==> config.mk <==
export PLATFORM = sky130hd
export DESIGN_NAME = sit_timer
export DESIGN_NICKNAME = d
export VERILOG_FILES = /design/src/hw/sit_pkg.sv /design/src/hw/sit_sync2.sv /design/src/hw/sit_timer.sv
export SDC_FILE = /design/constraint.sdc
export NUM_CORES = 1
export LEC_CHECK = 0
export ABC_AREA = 1
export BUFFER_PORTS_ARGS = -buffer_cell sky130_fd_sc_hd__buf_4
export CAP_MARGIN = 0
export CORE_ASPECT_RATIO = 0.75
export CORE_MARGIN = 4
export CORE_UTILIZATION = 53
export CTS_CLUSTER_DIAMETER = 40
export CTS_CLUSTER_SIZE = 8
export DETAILED_ROUTE_END_ITERATION = 10
export HOLD_SLACK_MARGIN = 0.1
export PLACE_DENSITY = 0.81
export SLEW_MARGIN = 10
export SYNTH_ARGS = -nofsm -noshare
export SYNTH_HDL_FRONTEND = slang
export SYNTH_SLANG_ARGS = --single-unit
==> constraint.sdc <==
create_clock -name clk -period 2.2 [get_ports clk]
set_input_delay 0.33 -clock clk [delete_from_list [all_inputs] [get_ports clk]]
set_output_delay 0.33 -clock clk [all_outputs]
set_load 0.05 [all_outputs]
==> src/hw/sit_pkg.sv <==
// Package for the sixteen-bit interval timer: control word layout, reset values, prescale codes.
// Assumes a single 100 MHz instruction-cycle clock domain.
package sit_pkg;
  localparam int unsigned SIT_COUNT_W = 16;
  localparam int unsigned SIT_PRE_W = 8;
  localparam logic [15:0] SIT_PERIOD_RST = 16'hFFFF;
  localparam logic [15:0] SIT_COUNT_RST = 16'h0000;
  localparam logic [15:0] SIT_COUNT_STEP = 16'h0001;
  localparam logic [7:0] SIT_PRE_RST = 8'h00;
  localparam logic [7:0] SIT_PRE_STEP = 8'h01;
  localparam logic [7:0] SIT_PRE_LAST_1 = 8'h00;
  localparam logic [7:0] SIT_PRE_LAST_8 = 8'h07;
  localparam logic [7:0] SIT_PRE_LAST_64 = 8'h3F;
  localparam logic [7:0] SIT_PRE_LAST_256 = 8'hFF;

  typedef enum logic [1:0] {
    SIT_DIV1 = 2'b00,
    SIT_DIV8 = 2'b01,
    SIT_DIV64 = 2'b10,
    SIT_DIV256 = 2'b11
  } sit_prescale_t;

  // Control word fields as software sees them
  typedef struct packed {
    logic timerOnBit;
    logic idleStopBit;
    logic gateAccumulateEnable;
    sit_prescale_t prescaleSelect;
    logic externalSyncSelect;
    logic clockSourceSelect;
  } sit_ctrl_t;

  localparam sit_ctrl_t SIT_CTRL_RST = '{1'b0, 1'b0, 1'b0, SIT_DIV1, 1'b0, 1'b0};

  // Processor power state
  typedef struct packed {
    logic idle;
    logic sleep;
  } sit_power_t;
endpackage

==> src/hw/sit_sync2.sv <==
// Two-flop synchroniser for a pin level.
// Assumes the input is asynchronous to clk.
`timescale 1ns/10ps
`default_nettype none
module sit_sync2
  import sit_pkg::*;
(
  input wire logic clk,
  input wire logic arst_n,
  input wire logic din,
  output logic dout
);
  logic stage1_r;

  // Runs without the clock enable so the pin is never seen unsynchronised
  always_ff @(posedge clk or negedge arst_n)
  begin
    if (!arst_n)
    begin
      stage1_r <= 1'b0;
      dout <= 1'b0;
    end
    else
    begin
      stage1_r <= din;
      dout <= stage1_r;
    end
  end
endmodule
`default_nettype wire

==> src/hw/sit_timer.sv <==
// Sixteen-bit interval timer/counter with prescaler, gate accumulation and idle/sleep control.
// Assumes one clock (instruction cycle); the external pin is sampled through two flip-flops.
`timescale 1ns/10ps
`default_nettype none
module sit_timer
  import sit_pkg::*;
(
  input wire logic clk,
  input wire logic arst_n,
  input wire logic clkEn,
  input wire sit_ctrl_t ctrlWr,
  input wire logic ctrlWrEn,
  input wire logic [15:0] countWr,
  input wire logic countWrEn,
  input wire logic [15:0] periodWr,
  input wire logic periodWrEn,
  input wire logic flagClr,
  input wire sit_power_t power,
  input wire logic externalClockGatePin,
  output sit_ctrl_t ctrlRd,
  output logic [15:0] countValue,
  output logic [15:0] periodValue,
  output logic periodMatchFlag,
  output logic irqPulse
);
  sit_ctrl_t ctrl_r;
  logic [15:0] count_r;
  logic [15:0] period_r;
  logic [7:0] pre_r;
  logic [7:0] preLast;
  logic flag_r;
  logic irq_r;
  logic pinSync;
  logic pinPrev_r;
  logic rawTick;
  logic runOk;
  logic preTick;
  logic match;
  logic gateFall;
  logic onFall;

  sit_sync2 u_pin_sync (
    .clk(clk),
    .arst_n(arst_n),
    .din(externalClockGatePin),
    .dout(pinSync)
  );

  always_ff @(posedge clk or negedge arst_n)
  begin
    if (!arst_n)
      pinPrev_r <= 1'b0;
    else if (clkEn)
      pinPrev_r <= pinSync;
  end

  // Single clock domain: the asynchronous path is modelled as edge counting on the
  // synchronised pin too, so it differs from the synchronous one only in sleep
  // behaviour. Edges closer than two cycles are not resolved.
  always_comb
  begin
    if (!ctrl_r.clockSourceSelect)
      rawTick = ctrl_r.gateAccumulateEnable ? pinSync : 1'b1;
    else
      rawTick = pinSync & ~pinPrev_r;
  end

  // Idle and sleep gating
  always_comb
  begin
    runOk = ctrl_r.timerOnBit;
    if (power.idle && ctrl_r.idleStopBit)
      runOk = 1'b0;
    if (power.sleep && !(ctrl_r.clockSourceSelect && !ctrl_r.externalSyncSelect))
      runOk = 1'b0;
  end

  always_comb
  begin
    case (ctrl_r.prescaleSelect)
      SIT_DIV1: preLast = SIT_PRE_LAST_1;
      SIT_DIV8: preLast = SIT_PRE_LAST_8;
      SIT_DIV64: preLast = SIT_PRE_LAST_64;
      SIT_DIV256: preLast = SIT_PRE_LAST_256;
      default: preLast = SIT_PRE_LAST_1;
    endcase
  end

  assign preTick = runOk && rawTick && (pre_r >= preLast);
  assign match = (count_r == period_r);
  assign onFall = ctrlWrEn && ctrl_r.timerOnBit && !ctrlWr.timerOnBit;
  assign gateFall = ctrl_r.timerOnBit && ctrl_r.gateAccumulateEnable
    && !ctrl_r.clockSourceSelect && pinPrev_r && !pinSync;

  always_ff @(posedge clk or negedge arst_n)
  begin
    if (!arst_n)
      ctrl_r <= SIT_CTRL_RST;
    else if (clkEn && ctrlWrEn)
      ctrl_r <= ctrlWr;
  end

  always_ff @(posedge clk or negedge arst_n)
  begin
    if (!arst_n)
      period_r <= SIT_PERIOD_RST;
    else if (clkEn && periodWrEn)
      period_r <= periodWr;
  end

  // Prescaler: cleared on count write or timer-on clearing; frozen while disabled
  always_ff @(posedge clk or negedge arst_n)
  begin
    if (!arst_n)
      pre_r <= SIT_PRE_RST;
    else if (clkEn)
    begin
      if (countWrEn || onFall)
        pre_r <= SIT_PRE_RST;
      else if (runOk && rawTick)
        pre_r <= (pre_r >= preLast) ? SIT_PRE_RST : pre_r + SIT_PRE_STEP;
    end
  end

  always_ff @(posedge clk or negedge arst_n)
  begin
    if (!arst_n)
      count_r <= SIT_COUNT_RST;
    else if (clkEn)
    begin
      if (countWrEn)
        count_r <= countWr;
      else if (preTick)
        count_r <= match ? SIT_COUNT_RST : count_r + SIT_COUNT_STEP;
    end
  end

  // Set wins over a same-cycle software clear
  always_ff @(posedge clk or negedge arst_n)
  begin
    if (!arst_n)
      flag_r <= 1'b0;
    else if (clkEn)
    begin
      if ((preTick && match) || gateFall)
        flag_r <= 1'b1;
      else if (flagClr)
        flag_r <= 1'b0;
    end
  end

  always_ff @(posedge clk or negedge arst_n)
  begin
    if (!arst_n)
      irq_r <= 1'b0;
    else if (clkEn)
      irq_r <= (preTick && match) || gateFall;
    else
      irq_r <= 1'b0;
  end

  assign ctrlRd = ctrl_r;
  assign countValue = count_r;
  assign periodValue = period_r;
  assign periodMatchFlag = flag_r;
  assign irqPulse = irq_r;
endmodule
`default_nettype wire

==> results.md <==
• **run status** complete, no violations
• **number of CTS-inserted buffers** 5
• **Fin Hold WS** 0.1360 ns
• **Hold Buf Count CTS** 1
• **Finished Cell Area** 0.004075 sq mm
• **total global routing track utilization** 0.2471
• **proportion of layout cells with a drive suffix above 1** 0.2429
• **switching portion of total power** 0.4166
• **Max clock buf depth** 2
• **post-route ant nets** 0
• **number of search-and-repair iterations in the first detailed-routing pass** 5
• **worst setup timing slack at the placement stage** 0.2986 ns
• **DP Wirelength** 6812 um
• **Cell variety after synth** 27
• **required time reported for the critical path endpoint** 2.44 ns
• **Logic pwr share** 0.385
• **clock network fraction of total power** 0.188
• **initial antenna violation count** 0
• **core box area** 0.005886 sq mm
• **total nets after synthesis** 527
• **final setup violation count** 0
• **sum of routed wire length over all layers** 8934 um
• **number of vias per cell** 5.216
• **number of pins exceeding their max-slew limit in the final report** 0
• **number of resized instances in the post-cts repair step** 0
• **total leakage power** 2.234 nW
• **I/O pin count** 90
• **floorplan die area** 0.007460 sq mm
• **category of the worst setup path capture point** flop
• **root buf cell** sky130_fd_sc_hd__clkbuf_8
• **final cycle utilization of the critical path** 0.8777
• **switching power** 1.251 mW
• **height of the die** 75.81 um
• **number of rows created at floorplan** 24
• **fmax** 517.9 MHz
• **mean area per synthesized cell** 6.914 sq um
• **Crit Path Class** flop to flop
• **kind of launch point of the worst setup path** flop
• **Warnings, synthesis** 0
• **Post-Syn Instances** 470
• **proportion of power drawn by flip-flops and latches** 0.426
• **Max Fanout on Critical Path** 17
• **layout overhead on the synthesized area** 25.41%
• **worst hold-check path type** primary input to flop
• **slew at the pin closest to its max-slew limit** 0.6808 ns
• **instance area after placement** 0.003975 sq mm
• **R2R cell count** 13
• **worst vdd rail ir drop** 0.4929 mV
• **post-CTS setup-driven buffer insertion count** 0
• **iteration-0 DRC count of the detailed router** 218
• **Seq/Total Area, Yosys** 0.4066
• **initial core utilization** 0.5521
• **final worst-path setup slack** 0.2691 ns
• **Clock Skew** 0.01037 ns
• **DRC violation count after routing** 0
• **maximum number of pins on one net before global-route repair** 53
• **DR vias** 3328
• **shortest period the worst path allows** 1.931 ns
• **final hold violation count** 0
• **flip-flop and latch count after synthesis** 52
• **design internal power** 1.751 mW
• **Net count, final** 616
• **H-tree level count** 2
• **Clock Sink Count** 52
• **setup TNS after final layout** 0 ns
• **total of max-cap violations** 0
• **antenna diode count** 0
• **clock tree from TritonCTS** built
• **Horiz. Die Dim** 98.41 um
• **clock latency on the worst-skew pair** 0.30 ns
• **WL/cell** 14.00 um
• **tightest slew margin relative to the limit** 0.5461
• **RSZ-0062 raised after global routing** false
• **Congestion Overflow GR** 0
• **clock transition time at the flip-flop clock pins of the worst setup and hold paths** 0.09 ns
• **weighted congestion reported at the end of routability-driven placement** 0.9196
• **first-pass GRT wire length** 14930 um
• **post-route core utilization** 0.6924
• **number of cells on the worst hold path** 1
• **data arrival time of the critical path** 2.17 ns
• **netlist area before placement** 0.003249 sq mm
• **via count of the first global-routing pass** 3105
• **number of buffers added on ports** 89
• **power per unit of standard cell area** 736.7 mW/mm^2
## per-layer routing
| metal | part of all wire | routed length, um | track usage | vias up |
|---|---|---|---|---|
| met2 | 0.45 | 4013 | 0.3865 | 135 |
| met4 | 0.0038 | 34 | 0.05000 | 0 |
| met3 | 0.088 | 787 | 0.05947 | 4 |
| li1 | - | - | - | 1646 |
| met5 | 0 | 0 | 0 | - |
| met1 | 0.46 | 4099 | 0.3545 | 1543 |
## cell families after synthesis
| group | Yosys count | synth area share |
|---|---|---|
| compound gates | 32 | 0.05160 |
| mux | 7 | 0.02426 |
| xor+xnor | 9 | 0.02426 |
| buf+inv | 66 | 0.08510 |
| flops | 52 | 0.4066 |
| simple gates | 296 | 0.3774 |
| fa+ha+maj | 8 | 0.03081 |
## worst paths after layout
path / startpoint / slack [ns] / endpoint
max: ctrlRd[3] / 0.27 / countValue[6]
min: externalClockGatePin / 0.14 / u_pin_sync.stage1_r
max reg2reg: ctrlRd[3] / 0.27 / countValue[6]
min reg2reg: u_pin_sync.stage1_r / 0.36 / u_pin_sync.dout
max in group asynchronous: arst_n / 1.14 / countValue[4]
min in group asynchronous: arst_n / 0.61 / u_pin_sync.stage1_r
## placed cells by master (no fill, tap or decap), types with 5 or more instances in the layout
cell type and n:
sky130_fd_sc_hd__o21ai_0 8, sky130_fd_sc_hd__nor2_1 55, sky130_fd_sc_hd__buf_4 94, sky130_fd_sc_hd__nand4_1 5, sky130_fd_sc_hd__a21oi_1 19, sky130_fd_sc_hd__nand3_1 49, sky130_fd_sc_hd__xor2_1 9, sky130_fd_sc_hd__nor3_1 5
sky130_fd_sc_hd__dfstp_2 16, sky130_fd_sc_hd__ha_1 8, sky130_fd_sc_hd__dfrtp_1 36, sky130_fd_sc_hd__clkbuf_8 6, sky130_fd_sc_hd__inv_1 49, sky130_fd_sc_hd__nand2_1 172, sky130_fd_sc_hd__mux2_2 7
## area by class of cell
class | count | area [sq um]
clock buffer | 8 | 90.09
fill | 543 | 1810
inverter | 53 | 198.9
multi-input combinational | 352 | 1652
sequential | 52 | 1321
tap | 78 | 97.59
timing repair buffer | 95 | 715.7
## stage by stage
step / total power [mW] / cells
floorplan: 2.040 / 470
global placement: 2.415 / 629
detailed placement: 2.445 / 629
CTS: 3.017 / 638
global route: 3.186 / 638
finish: 3.002 / 638
## critical path, cell delays in order (launching register included)
cell and delay (ns):
sky130_fd_sc_hd__dfrtp_1 0.43, sky130_fd_sc_hd__nor2_2 0.15, sky130_fd_sc_hd__ha_1 0.25, sky130_fd_sc_hd__a21oi_1 0.14
sky130_fd_sc_hd__nand2_1 0.06, sky130_fd_sc_hd__nand2_1 0.05, sky130_fd_sc_hd__nand2_1 0.04, sky130_fd_sc_hd__nand2_1 0.06
sky130_fd_sc_hd__nand2_2 0.07, sky130_fd_sc_hd__nand2_2 0.08, sky130_fd_sc_hd__nand2_4 0.14, sky130_fd_sc_hd__nand2_4 0.22
sky130_fd_sc_hd__nand2_1 0.08, sky130_fd_sc_hd__nand2_1 0.08
## power groups by stage
stage / sequential (mW) / clock (mW) / combinational [mW]
5_1_grt: 1.30 / 0.626 / 1.26
3_3_place_gp: 1.28 / 0 / 1.13
6_report: 1.28 / 0.566 / 1.16
4_1_cts: 1.27 / 0.582 / 1.16
2_1_floorplan: 1.62 / 0 / 0.417
3_5_place_dp: 1.29 / 0 / 1.16
## flip-flops by register name, summed over array words and instances (netlist names)
signal / cells
periodValue: 16
ctrlRd: 7
pinPrev_r: 1
countValue: 16
irqPulse: 1
periodMatchFlag: 1
u_pin_sync.stage1_r: 1
pre_r: 8
u_pin_sync.dout: 1
## synthesized netlist by cell type
library cell	count	area (sq um)
sky130_fd_sc_hd__clkbuf_1	2	7.510
sky130_fd_sc_hd__o21ai_1	2	10.01
sky130_fd_sc_hd__mux2_2	7	78.83
sky130_fd_sc_hd__o21a_1	1	7.510
sky130_fd_sc_hd__a31oi_1	1	6.260
sky130_fd_sc_hd__nand2_1	172	645.6
sky130_fd_sc_hd__dfrtp_1	36	900.9
sky130_fd_sc_hd__buf_6	2	22.52
sky130_fd_sc_hd__nand2_4	2	22.52
sky130_fd_sc_hd__nor2_1	55	206.5
sky130_fd_sc_hd__buf_1	2	7.510
sky130_fd_sc_hd__xor2_1	9	78.83
sky130_fd_sc_hd__nor2_2	4	25.02
sky130_fd_sc_hd__inv_1	49	183.9
sky130_fd_sc_hd__buf_4	2	15.01
sky130_fd_sc_hd__clkinv_1	2	7.510
sky130_fd_sc_hd__buf_2	5	25.02
sky130_fd_sc_hd__dfstp_2	16	420.4
sky130_fd_sc_hd__nand3_1	49	245.2
sky130_fd_sc_hd__inv_2	2	7.510
sky130_fd_sc_hd__nand2_2	4	25.02
sky130_fd_sc_hd__ha_1	8	100.1
sky130_fd_sc_hd__a21oi_1	19	95.09
sky130_fd_sc_hd__nor3_1	5	25.02
sky130_fd_sc_hd__nand4_1	5	31.28
sky130_fd_sc_hd__o21ai_0	8	40.04
sky130_fd_sc_hd__a31o_2	1	8.760
Power figures use the tool's default switching activity.
